**config.mk**
```make
export PLATFORM = sky130hd
export DESIGN_NAME = fan_ramp_smoother
export DESIGN_NICKNAME = d
export VERILOG_FILES = /design/src/rtl/fan_ramp_pkg.sv /design/src/rtl/ramp_limiter.sv /design/src/rtl/fan_ramp_smoother.sv
export VERILOG_INCLUDE_DIRS = /design/src /design/src/rtl
export SDC_FILE = /design/constraint.sdc
export NUM_CORES = 1
export LEC_CHECK = 0
export BUFFER_PORTS_ARGS = -buffer_cell sky130_fd_sc_hd__buf_2
export CAP_MARGIN = 0
export CORE_UTILIZATION = 52
export CTS_CLUSTER_DIAMETER = 80
export DETAILED_ROUTE_END_ITERATION = 8
export GPL_ROUTABILITY_DRIVEN = 0
export HOLD_SLACK_MARGIN = 0.1
export PLACE_DENSITY_LB_ADDON = 0.2
export SYNTH_ARGS = -nofsm -noshare
export SYNTH_HDL_FRONTEND = slang
export SYNTH_SLANG_ARGS = --single-unit
```
**constraint.sdc**
```tcl
create_clock -name aclk -period 3.9 [get_ports aclk]
set_input_delay 0.78 -clock aclk [delete_from_list [all_inputs] [get_ports aclk]]
set_output_delay 0.78 -clock aclk [all_outputs]
set_load 0.02 [all_outputs]
```
**src/rtl/fan_ramp_defs.svh**
```systemverilog
// register offsets, field positions, reset value and ramp timing for the fan ramp smoother
// assumes a 50 mhz aclk and an 8-bit duty code (0x00 = 0%, 0xff = 100%)
`ifndef FAN_RAMP_DEFS_SVH
`define FAN_RAMP_DEFS_SVH

// printed offset 0x63 is not a multiple of four: kept as an index, byte address is four times it
`define RAMP_CTRL_IDX 8'h63
`define RAMP_CTRL_ADDR 12'h18c
// own control word: bit0 lock, bit1 slow timing scale
`define RAMP_CFG_ADDR 12'h000
// own status word: local duty [7:0], remote2 duty [15:8]
`define RAMP_STAT_ADDR 12'h004
`define RAMP_CTRL_RESET 8'h00
`define CFG_LOCK_BIT 0
`define CFG_SLOW_BIT 1
`define LOCAL_RATE_LSB 0
`define LOCAL_EN_BIT 3
`define REMOTE2_RATE_LSB 4
`define REMOTE2_EN_BIT 7
// one duty step per slot; 37.5 s sweep of 255 steps at slot increment 1
`define CLK_HZ 50000000
`define SWEEP_FAST_MS 37500
`define SWEEP_SLOW_MS 52200
`define DUTY_STEPS 255
// worked out in 64 bits: the slow product would overflow a 32-bit int
`define SLOT_FAST_CYC int'(64'(`CLK_HZ / 1000) * 64'(`SWEEP_FAST_MS) / 64'(`DUTY_STEPS))
`define SLOT_SLOW_CYC int'(64'(`CLK_HZ / 1000) * 64'(`SWEEP_SLOW_MS) / 64'(`DUTY_STEPS))

`endif

```
**src/rtl/fan_ramp_pkg.sv**
```systemverilog
// types shared by the fan ramp smoother
// assumes nothing beyond the defs header
package fan_ramp_pkg;
   typedef struct packed
   {
      logic remote2_smooth_enable;
      logic [2:0] remote2_ramp_rate;
      logic local_smooth_enable;
      logic [2:0] local_ramp_rate;
   } ramp_ctrl_t;

   typedef enum logic [1:0] {resp_okay = 2'b00, resp_slverr = 2'b10} axi_resp_t;
endpackage

```
**src/rtl/ramp_limiter.sv**
```systemverilog
// one channel of duty-cycle slew limiting
// assumes slot_tick is a one-cycle enable from the shared divider
module ramp_limiter #(
   parameter int DUTY_W = 8
) (
   input wire logic aclk,
   input wire logic aresetn,
   input wire logic slot_tick,
   input wire logic smooth_enable,
   input wire logic [2:0] ramp_rate,
   input wire logic [DUTY_W-1:0] target_duty,
   output logic [DUTY_W-1:0] duty_r
);
   logic [DUTY_W-1:0] step;
   logic [DUTY_W-1:0] duty_nxt;

   // rate code to slot increment
   always_comb
   begin
      unique case (ramp_rate)
         3'd0: step = DUTY_W'(1);
         3'd1: step = DUTY_W'(2);
         3'd2: step = DUTY_W'(3);
         3'd3: step = DUTY_W'(4);
         3'd4: step = DUTY_W'(8);
         3'd5: step = DUTY_W'(12);
         3'd6: step = DUTY_W'(24);
         3'd7: step = DUTY_W'(48);
      endcase
   end

   // with smoothing on, move toward the target by at most one increment per slot, never overshoot; with it off, take the target directly
   always_comb
   begin
      duty_nxt = duty_r;
      if (!smooth_enable)
         duty_nxt = target_duty;
      else if (slot_tick)
      begin
         if (target_duty > duty_r)
            duty_nxt = (target_duty - duty_r > step) ? duty_r + step : target_duty;
         else if (target_duty < duty_r)
            duty_nxt = (duty_r - target_duty > step) ? duty_r - step : target_duty;
      end
   end

   // output duty register
   always_ff @(posedge aclk)
   begin
      if (!aresetn)
         duty_r <= '0;
      else
         duty_r <= duty_nxt;
   end

   a_bypass_follows: assert property (@(posedge aclk) disable iff (!aresetn)
      !smooth_enable |=> duty_r == $past(target_duty))
      else $error("duty did not follow target with smoothing off");
   a_hold_between_slots: assert property (@(posedge aclk) disable iff (!aresetn)
      smooth_enable && !slot_tick |=> $stable(duty_r))
      else $error("duty moved between slots");
   a_step_bounded: assert property (@(posedge aclk) disable iff (!aresetn)
      smooth_enable && slot_tick && target_duty > duty_r
      |=> duty_r > $past(duty_r) && duty_r - $past(duty_r) <= $past(step))
      else $error("duty step out of bound");
endmodule

```
**src/rtl/fan_ramp_smoother.sv**
```systemverilog
// fan duty ramp smoother for the local and remote 2 channels with axi4-lite registers
// assumes same-clock target duties from the fan control loop and a single aclk
//
// Contract
// - lock bit set makes ramp register read-only
// - ramp register resets to zero
// - local rate field bits 2:0 limits ramp
// - scale 0: increments 1..48, 37.5 s sweep
// - scale 1: sweeps from 52.2 s down
// - bit 3 enables local smoothing
// - remote2 rate field bits 6:4, same encoding
// - bit 7 enables remote2 smoothing
//
// The AXI4-Lite interface to the registers was decided locally.
`include "fan_ramp_defs.svh"
module fan_ramp_smoother #(
   parameter int DUTY_W = 8,
   parameter int SLOT_FAST = `SLOT_FAST_CYC,
   parameter int SLOT_SLOW = `SLOT_SLOW_CYC
) (
   input wire logic aclk,
   input wire logic aresetn,
   input wire logic [11:0] s_axi_awaddr,
   input wire logic s_axi_awvalid,
   output logic s_axi_awready,
   input wire logic [31:0] s_axi_wdata,
   input wire logic [3:0] s_axi_wstrb,
   input wire logic s_axi_wvalid,
   output logic s_axi_wready,
   output logic [1:0] s_axi_bresp,
   output logic s_axi_bvalid,
   input wire logic s_axi_bready,
   input wire logic [11:0] s_axi_araddr,
   input wire logic s_axi_arvalid,
   output logic s_axi_arready,
   output logic [31:0] s_axi_rdata,
   output logic [1:0] s_axi_rresp,
   output logic s_axi_rvalid,
   input wire logic s_axi_rready,
   input wire logic [DUTY_W-1:0] local_target_duty,
   input wire logic [DUTY_W-1:0] remote2_target_duty,
   output logic [DUTY_W-1:0] local_fan_drive_output,
   output logic [DUTY_W-1:0] remote2_fan_drive_output
);
   fan_ramp_pkg::ramp_ctrl_t ramp_ctrl_r;
   logic lock_r;
   logic slow_scale_r;
   logic aw_held_r;
   logic w_held_r;
   logic [11:0] awaddr_r;
   logic [31:0] wdata_r;
   logic [3:0] wstrb_r;
   logic wr_fire;
   logic [31:0] slot_cnt_r;
   logic [31:0] slot_len;
   logic slot_tick;
   logic [31:0] rdata_nxt;
   logic [1:0] rresp_nxt;
   logic [31:0] tick_gap_r;
   logic scale_seen_r;
   logic scale_moved_r;
   // word indices of the three registers, matched against address bits 11:2
   localparam logic [9:0] CTRL_WORD = 10'(`RAMP_CTRL_ADDR >> 2);
   localparam logic [9:0] CFG_WORD = 10'(`RAMP_CFG_ADDR >> 2);
   localparam logic [9:0] STAT_WORD = 10'(`RAMP_STAT_ADDR >> 2);

   // write address and data are taken independently, each held until the pair is complete
   assign s_axi_awready = !aw_held_r && !s_axi_bvalid;
   assign s_axi_wready = !w_held_r && !s_axi_bvalid;
   assign wr_fire = aw_held_r && w_held_r;

   always_ff @(posedge aclk)
   begin
      if (!aresetn)
      begin
         aw_held_r <= 1'b0;
         awaddr_r <= 12'h000;
      end
      else if (s_axi_awvalid && s_axi_awready)
      begin
         aw_held_r <= 1'b1;
         awaddr_r <= s_axi_awaddr;
      end
      else if (wr_fire)
         aw_held_r <= 1'b0;
   end

   always_ff @(posedge aclk)
   begin
      if (!aresetn)
      begin
         w_held_r <= 1'b0;
         wdata_r <= 32'h0000_0000;
         wstrb_r <= 4'h0;
      end
      else if (s_axi_wvalid && s_axi_wready)
      begin
         w_held_r <= 1'b1;
         wdata_r <= s_axi_wdata;
         wstrb_r <= s_axi_wstrb;
      end
      else if (wr_fire)
         w_held_r <= 1'b0;
   end

   // write response: slverr for unmapped addresses, okay otherwise (a locked write is silently dropped)
   always_ff @(posedge aclk)
   begin
      if (!aresetn)
      begin
         s_axi_bvalid <= 1'b0;
         s_axi_bresp <= fan_ramp_pkg::resp_okay;
      end
      else if (wr_fire)
      begin
         s_axi_bvalid <= 1'b1;
         if (awaddr_r[11:2] == CTRL_WORD || awaddr_r[11:2] == CFG_WORD
             || awaddr_r[11:2] == STAT_WORD)
            s_axi_bresp <= fan_ramp_pkg::resp_okay;
         else
            s_axi_bresp <= fan_ramp_pkg::resp_slverr;
      end
      else if (s_axi_bready)
         s_axi_bvalid <= 1'b0;
   end

   // ramp control register, frozen once locked
   always_ff @(posedge aclk)
   begin
      if (!aresetn)
         ramp_ctrl_r <= `RAMP_CTRL_RESET;
      else if (wr_fire && awaddr_r[11:2] == CTRL_WORD && wstrb_r[0] && !lock_r)
         ramp_ctrl_r <= wdata_r[7:0];
   end

   // lock and timing scale; lock is sticky until reset
   always_ff @(posedge aclk)
   begin
      if (!aresetn)
      begin
         lock_r <= 1'b0;
         slow_scale_r <= 1'b0;
      end
      else if (wr_fire && awaddr_r[11:2] == CFG_WORD && wstrb_r[0])
      begin
         lock_r <= lock_r | wdata_r[`CFG_LOCK_BIT];
         slow_scale_r <= wdata_r[`CFG_SLOW_BIT];
      end
   end

   // slot divider: one-cycle tick per slot, length picked by the timing scale
   assign slot_len = slow_scale_r ? 32'(SLOT_SLOW) : 32'(SLOT_FAST);
   assign slot_tick = (slot_cnt_r >= slot_len - 32'h0000_0001);

   always_ff @(posedge aclk)
   begin
      if (!aresetn || slot_tick)
         slot_cnt_r <= 32'h0000_0000;
      else
         slot_cnt_r <= slot_cnt_r + 32'h0000_0001;
   end

   // assertion helpers: cycles since the last tick, and whether the scale moved inside the slot
   always_ff @(posedge aclk)
   begin
      if (!aresetn)
      begin
         tick_gap_r <= 32'h0000_0000;
         scale_seen_r <= 1'b0;
         scale_moved_r <= 1'b0;
      end
      else
      begin
         scale_seen_r <= slow_scale_r;
         if (slot_tick)
         begin
            tick_gap_r <= 32'h0000_0000;
            scale_moved_r <= 1'b0;
         end
         else
         begin
            tick_gap_r <= tick_gap_r + 32'h0000_0001;
            scale_moved_r <= scale_moved_r | (scale_seen_r != slow_scale_r);
         end
      end
   end

   // read data mux
   always_comb
   begin
      rdata_nxt = 32'h0000_0000;
      rresp_nxt = fan_ramp_pkg::resp_okay;
      if (s_axi_araddr[11:2] == CTRL_WORD)
         rdata_nxt[7:0] = ramp_ctrl_r;
      else if (s_axi_araddr[11:2] == CFG_WORD)
      begin
         rdata_nxt[`CFG_LOCK_BIT] = lock_r;
         rdata_nxt[`CFG_SLOW_BIT] = slow_scale_r;
      end
      else if (s_axi_araddr[11:2] == STAT_WORD)
      begin
         rdata_nxt[7:0] = 8'(local_fan_drive_output);
         rdata_nxt[15:8] = 8'(remote2_fan_drive_output);
      end
      else
         rresp_nxt = fan_ramp_pkg::resp_slverr;
   end

   assign s_axi_arready = !s_axi_rvalid;

   // read channel: data registered one cycle after the address is taken
   always_ff @(posedge aclk)
   begin
      if (!aresetn)
      begin
         s_axi_rvalid <= 1'b0;
         s_axi_rdata <= 32'h0000_0000;
         s_axi_rresp <= fan_ramp_pkg::resp_okay;
      end
      else if (s_axi_arvalid && s_axi_arready)
      begin
         s_axi_rvalid <= 1'b1;
         s_axi_rdata <= rdata_nxt;
         s_axi_rresp <= rresp_nxt;
      end
      else if (s_axi_rready)
         s_axi_rvalid <= 1'b0;
   end

   // local channel limiter
   ramp_limiter #(.DUTY_W(DUTY_W)) local_ramp (
      .aclk(aclk),
      .aresetn(aresetn),
      .slot_tick(slot_tick),
      .smooth_enable(ramp_ctrl_r.local_smooth_enable),
      .ramp_rate(ramp_ctrl_r.local_ramp_rate),
      .target_duty(local_target_duty),
      .duty_r(local_fan_drive_output)
   );

   // remote 2 channel limiter
   ramp_limiter #(.DUTY_W(DUTY_W)) remote2_ramp (
      .aclk(aclk),
      .aresetn(aresetn),
      .slot_tick(slot_tick),
      .smooth_enable(ramp_ctrl_r.remote2_smooth_enable),
      .ramp_rate(ramp_ctrl_r.remote2_ramp_rate),
      .target_duty(remote2_target_duty),
      .duty_r(remote2_fan_drive_output)
   );

   // register behaviour: lock, reset value, locked writes
   a_lock_freezes: assert property (@(posedge aclk) disable iff (!aresetn)
      lock_r |=> $stable(ramp_ctrl_r))
      else $error("ramp register changed while locked");
   a_lock_sticky: assert property (@(posedge aclk) disable iff (!aresetn)
      lock_r |=> lock_r)
      else $error("lock bit cleared without reset");
   a_locked_write_ok: assert property (@(posedge aclk) disable iff (!aresetn)
      wr_fire && lock_r && awaddr_r[11:2] == CTRL_WORD
      |=> s_axi_bvalid && s_axi_bresp == fan_ramp_pkg::resp_okay)
      else $error("locked write not answered okay");
   a_reset_zero: assert property (@(posedge aclk)
      !aresetn |=> ramp_ctrl_r == 8'h00)
      else $error("ramp register not zero after reset");
   // slot timing: tick spacing measured by the helper counter, slots with a scale change left out
   a_fast_slot_len: assert property (@(posedge aclk) disable iff (!aresetn)
      slot_tick && !slow_scale_r && !scale_moved_r && scale_seen_r == slow_scale_r
      |-> tick_gap_r == 32'(SLOT_FAST) - 32'h0000_0001)
      else $error("fast slot length wrong");
   a_slow_slot_len: assert property (@(posedge aclk) disable iff (!aresetn)
      slot_tick && slow_scale_r && !scale_moved_r && scale_seen_r == slow_scale_r
      |-> tick_gap_r == 32'(SLOT_SLOW) - 32'h0000_0001)
      else $error("slow slot length wrong");
   a_tick_single: assert property (@(posedge aclk) disable iff (!aresetn)
      slot_tick |=> !slot_tick)
      else $error("slot tick longer than one cycle");
   // duty path with smoothing off
   a_local_enable: assert property (@(posedge aclk) disable iff (!aresetn)
      !ramp_ctrl_r.local_smooth_enable |=> local_fan_drive_output == $past(local_target_duty))
      else $error("local duty not immediate with smoothing off");
   a_remote2_enable: assert property (@(posedge aclk) disable iff (!aresetn)
      !ramp_ctrl_r.remote2_smooth_enable |=> remote2_fan_drive_output == $past(remote2_target_duty))
      else $error("remote2 duty not immediate with smoothing off");
   // bus answers
   a_rvalid_next: assert property (@(posedge aclk) disable iff (!aresetn)
      s_axi_arvalid && s_axi_arready |=> s_axi_rvalid)
      else $error("read answer late");
   a_bvalid_next: assert property (@(posedge aclk) disable iff (!aresetn)
      wr_fire |=> s_axi_bvalid)
      else $error("write answer late");
   a_busy_refuses: assert property (@(posedge aclk) disable iff (!aresetn)
      s_axi_bvalid |-> !s_axi_awready && !s_axi_wready)
      else $error("write taken while answer pending");
   a_unmapped_read: assert property (@(posedge aclk) disable iff (!aresetn)
      s_axi_arvalid && s_axi_arready && s_axi_araddr[11:2] != CTRL_WORD && s_axi_araddr[11:2] != CFG_WORD
      && s_axi_araddr[11:2] != STAT_WORD |=> s_axi_rresp == fan_ramp_pkg::resp_slverr)
      else $error("unmapped read not answered with slave error");

   // main scenarios
   c_locked_write: cover property (@(posedge aclk) disable iff (!aresetn) wr_fire && lock_r);
   c_local_ramp: cover property (@(posedge aclk) disable iff (!aresetn)
      slot_tick && ramp_ctrl_r.local_smooth_enable && local_target_duty != local_fan_drive_output);
   c_remote2_ramp: cover property (@(posedge aclk) disable iff (!aresetn)
      slot_tick && ramp_ctrl_r.remote2_smooth_enable && remote2_target_duty != remote2_fan_drive_output);
   c_slow_tick: cover property (@(posedge aclk) disable iff (!aresetn) slot_tick && slow_scale_r);
endmodule

```
# Yosys cells after proc, flatten, opt, wreduce, memory -nomap -nowiden
# Memories as Yosys holds them, arrays and structs flattened. A register that Yosys moved wholly into a read port is not among the register bits.
# Cells that the tools add are included.
# classes
addsub,10
n_bitwise,1
eq_ne,8
n_reduce_logical,28
n_mux,33
n_lt_le_gt_ge,9
# ops
operator,count
8-bit two-way mux,14
8-bit greater-than comparator,6
8-bit subtractor,6
32-bit by 1-bit adder with 32-bit output (second input constant),1
32-bit greater-or-equal comparator,1
24-bit by 1-bit subtractor with 25-bit output (second input constant),1
24-bit two-way mux,1
10-bit by 1-bit == test with 1-bit output (second input constant),2
10-bit by 7-bit == test with 1-bit output (second input constant),2
10-bit zero test,2
8-bit adder,2
8-bit less-than comparator,2
16-bit two-way mux,1
14-bit two-way mux,1
3-bit two-way mux,4
1-bit logical AND,11
2-bit two-way mux,5
2-bit nonzero test,4
1-bit two-way mux,7
1-bit zero test,6
3-bit by 1-bit inequality test with 1-bit output (second input constant),2
2-bit by 1-bit inequality test with 1-bit output (second input constant),2
2-bit AND reduction,2
1-bit logical OR,3
1-bit bitwise OR,1
# totals
regBits,103
memories,2
mem_bits_ro,96
wordCells,110
# mem_list
memory,depth,width,read_ports,rd_ports_with_merged_regs,wr,line,source
(name not given),8,6,1,1,0,ramp_limiter.sv:20,unique case (ramp_rate)
(name not given),8,6,1,1,0,ramp_limiter.sv:20,

# Logic depth before layout (Yosys ltp)
# depth
depth_word,7
ltp_mapped,17
depth_no_buf,17

# Hierarchy
# Synthesis repeated with hierarchy kept, for this count alone.
# unflattened
cells_unflattened,949
area_unflattened_um2,8156.6
# modules_own_cells
module,n_inst,area_per_inst_um2,cells_each
fan_ramp_smoother,1,3931.3,405
ramp_limiter (local_ramp),1,2143.3,278
ramp_limiter (remote2_ramp),1,2082.0,266

# Least setup slack after synthesis
# Ideal clock, no wire load.
# synth_timing
path_type,input to register
start,in local_target_duty[0]
end,reg local_ramp.duty_r[2]
arrival_time_ns,3.642
path_stages,16
slack_ns,0.129
setup_ns,0.129
path_buffers,0
required_ns,3.771
cell_sequence,inv_1 ha_1 inv_1 fa_1 a21oi_1 nor2b_1 nor2_1 xnor2_1 ha_1 and3_1 a2111oi_0 o2bb2ai_1 o211ai_1 and2_1 o2bb2ai_1 o32ai_1
# synth_via
elab_chain_len,7
elab_cells_between_ends,14
cone_classes,add/sub (2); order compare (4); eq/ne (1); mux (6); reduce/logical (1)
# synth_rtl
item,line,source
from (decl),fan_ramp_smoother.sv:40,"input wire logic [DUTY_W-1:0] local_target_duty,"
8-bit subtractor,ramp_limiter.sv:43,duty_nxt = (duty_r - target_duty > step) ? duty_r - step : target_duty;
8-bit greater-than comparator,ramp_limiter.sv:43,
8-bit two-way mux,ramp_limiter.sv:43,
8-bit two-way mux,ramp_limiter.sv:42,else if (target_duty < duty_r)
8-bit two-way mux,ramp_limiter.sv:40,if (target_duty > duty_r)
8-bit two-way mux,ramp_limiter.sv:38,else if (slot_tick)
8-bit two-way mux,ramp_limiter.sv:36,if (!smooth_enable)
to (signal assigned),ramp_limiter.sv:53,duty_r <= duty_nxt;
to (decl),ramp_limiter.sv:12,output logic [DUTY_W-1:0] duty_r
# Several ways; a longest one is shown, not always the timed one. The select of a mux whose other input is x is not followed.
# A chain may end at the register's enable or synchronous reset.

# Worst setup path after layout
# layout_timing
start,in local_target_duty[2]
end,reg local_ramp.duty_r[0]
# Same word-level chain as after synthesis.

==> run_results.csv <==
group,metric,value,unit
run_status,status,"completed",
setup_path,cp_common_cell,"a21oi_1",
logic_synthesis,synth_edf_count,0,
timing,setup_viol,0,
final_layout,drive_above_1_share,16.8,%
final_layout,finish.instance_area,9180,sq um
setup_path,end_kind,"flop",
timing,fmax,272,MHz
setup_path,path_max_fanout,7,
logic_synthesis,ys_top_cells_by_area,"dfxtp_1 28%, ha_1 15%, a21oi_1 5.0%, nor2_1 4.8%, nand2_1 4.4%",
final_layout,nets,1298,
final_layout,diodes,0,
logic_synthesis,yosysWarnings,0,
logic_synthesis,ys_types,70,
timing,hold_viol_final,0,
drt,avgRoutedWirePerCell,14.9,um
timing,fin_ws,0.222,ns
timing,final.setup.tns,0,ns
timing,worstMarginPinSlew,0.826,ns
min_path,hold_path.class,"flop to flop",
setup_path,cp_top_family,"compound AO/OA/AOI/OAI gates",
global_routing,antenna_found_initial,0,
global_routing,grt_max_degree,42,
power_and_ir_drop,p_leak,4.10,nW
clock_tree,root_buffer,"clkbuf_16",
floorplan,die_h,126,um
setup_path,crit_buf_inv,3,
clock_tree,clk-insertion-delay-late,0.34,ns
logic_synthesis,ys_seq_elements,111,
setup_path,worst_setup_path_start_kind,"input pin",
power_and_ir_drop,ir_worst_vdd,0.000222,V
placement,dp_cells,1282,
logic_synthesis,synth_seq_area_share,27.9,%
drt,wirelength,19300,um
logic_synthesis,syn_avg_cell_area,8.10,sq um
drt,postRouteAntennaNets,0,
drt,drc,0,
floorplan,die_w,126,um
floorplan,rows,44,
setup_path,cpPeakStageDelay,0.40,ns
timing,rsz0062_at_grt,"false",
placement,hpwl,15200,um
drt,dr.pass1.iters,4,
placement,pre_cts_slack,-0.220,ns
timing,holdWs,0.453,ns
logic_synthesis,synthFlopType,"dfxtp_1",
placement,io_buffers,90,
global_routing,grt_first_pass_wirelength,32400,um
timing,fin_skew,0.00411,ns
logic_synthesis,synth.cell_area,7960,sq um
timing,slew_violations,0,
clock_tree,h-tree-depth,3,
setup_path,critPathRequiredTime,4.16,ns
global_routing,gr-total-overflow,0,
floorplan,die_area,15800,sq um
final_layout,regArea,2220,sq um
clock_tree,cts_num_sinks,111,
clock_tree,cts_tree,"built",
power_and_ir_drop,power.density,318,nW/um^2
floorplan,num_io_pins,140,
final_layout,area_growth,15.3,%
global_routing,grt_pass1_vias,6832,
drt,drtIter0Drc,493,
logic_synthesis,synthCells,983,
floorplan,coreArea,14800,sq um
clock_tree,cts-buffers-inserted,9,
clock_tree,cts_buffer_depth,2,
setup_path,path_cells,"buf_2, inv_1, ha_1, a21oi_1, nand2_1, a21o_1, a21oi_1, xnor2_1, ha_1, nand4_1, o21ai_0, o2bb2ai_1, buf_4, nor2_1, a21oi_1, mux2_2, o22ai_1",
setup_path,cp_slowest_cell,"ha_1",
floorplan,initial_core_util,53.9,%
final_layout,multi_input_area,5290,sq um
drt,vias,7078,
logic_synthesis,ys_async_sr_fraction,0,%
drt,vias_per_cell,5.45,
setup_path,cp.arrival,3.94,ns
global_routing,track_usage,25.1,%
final_layout,fin_cells,1298,
timing,maxSlewHeadroom,44.8,%
placement,post_dp_cell_area,8820,sq um
logic_synthesis,synth_largest_area_cell,"dfxtp_1",
setup_path,critical_path_class,"input pin to flop",
logic_synthesis,synthTopCellsByCount,"111 x dfxtp_1, 101 x nor2_1, 98 x ha_1",
logic_synthesis,yosysTopAreaCellShare,27.9,%
timing,post-route-min-period,3.68,ns
clock_tree,clk_pin_slew,0.07,ns
timing,fin_crit_sh,94.3,%
run,maxCapViolCount,0,
logic_synthesis,synth_most_common_cell,"dfxtp_1",
final_layout,fillers,1333,
## power breakdown
part | total [mW] | switching [mW] | internal [mW]
Clock | 0.942 | 0.407 | 0.535
Combinational | 0.777 | 0.432 | 0.345
Sequential | 1.20 | 0.0347 | 1.17
Total | 2.92 | 0.874 | 2.04
## area by class of cell
class / count / share of cell area (%)
flip-flops and latches: 111 / 24.2
multi-input cells: 768 / 57.7
repair buffers: 140 / 9.00
clock buffers: 12 / 2.79
well taps: 184 / 2.51
clock inverters: 4 / 0.586
inverters: 79 / 3.23
## timing repair
item,CTS,global route
hold buffers,0,0
setup endpoints to repair,0,16
gates resized for setup,0,13
setup buffers,0,0
## worst paths after layout
check	from	to	slack, ns	cells after the start
hold reg to reg	awaddr_r[6]$_SDFFE_PN0P_	awaddr_r[6]$_SDFFE_PN0P_	0.45	2
setup reg to reg	local_ramp.duty_r[0]$_SDFFE_PN0P_	local_ramp.duty_r[3]$_SDFFE_PN0P_	0.31	16
setup / recovery	local_target_duty[2]	local_ramp.duty_r[0]$_SDFFE_PN0P_	0.22	17
hold / removal	awaddr_r[6]$_SDFFE_PN0P_	awaddr_r[6]$_SDFFE_PN0P_	0.45	2
## metrics by stage
step	util [%]	power [mW]
6_report	62.2	2.92
5_1_grt	62.2	3.08
4_1_cts	61.9	2.91
3_5_place_dp	59.8	1.97
3_3_place_gp	59.8	1.96
2_1_floorplan	-	1.75
## kinds of logic (layout without fill, tap and decap cells)
family          Yosys count  after routing  synth area share (%)
other cells               1             25                0.0471
simple gates            332            332                  19.6
mux                      20             20                  3.00
xor+xnor                 48             48                  5.28
buf+inv                 128            235                  7.25
fa+ha+maj               106            106                  17.4
flops                   111            111                  27.9
compound gates          237            237                  19.4
## flip-flops by register name, summed over array words and instances, names as in the netlist
signal,count
awaddr_r,10
s_axi_bvalid,1
lock_r,1
local_ramp.duty_r,8
remote2_ramp.step,6
s_axi_rdata,16
slot_cnt_r,32
ramp_ctrl_r,8
local_ramp.step,6
w_held_r,1
wdata_r,8
slow_scale_r,1
remote2_ramp.duty_r,8
aw_held_r,1
wstrb_r,1
s_axi_rvalid,1
s_axi_rresp,1
s_axi_bresp,1
## layout by cell type, fill, tap and decap left out, types with 3 or more instances in the layout
master	count
a211o_1	3
a211oi_1	9
a21o_1	20
a21oi_1	77
a221oi_1	3
a22oi_1	17
a311o_1	3
a31oi_1	11
and3_1	16
buf_2	90
buf_4	50
clkbuf_16	9
conb_1	25
dfxtp_1	110
fa_1	7
ha_1	98
inv_1	77
mux2_2	3
mux2i_1	13
nand2_1	94
nand2b_1	8
nand3_1	25
nand3b_1	4
nand4_1	15
nor2_1	101
nor2b_1	15
nor3_1	18
nor4_1	9
o2111ai_1	3
o211ai_1	9
o21a_1	3
o21ai_0	34
o21bai_1	5
o22ai_1	11
o2bb2ai_1	3
or2_2	5
or3_1	5
or4_1	3
xnor2_1	28
xor2_1	20
## tightest hold or removal path, delay by kind of cell (launching register included)
kind,cells,cell delay [ns]
and+or+nand+nor,1,0.05
DFF,1,0.31
AOI/OAI and AO/OA,1,0.05
## routing by layer
layer | global-route usage, % | wire length (um) | share of wire [%]
met5 | 0 | 0 | 0
met3 | 2.76 | 691 | 3.6
met2 | 42.4 | 8850 | 46
met4 | 5.60 | 196 | 1.0
met1 | 34.4 | 9550 | 50
No activity file was read; power rests on OpenSTA's default activity.
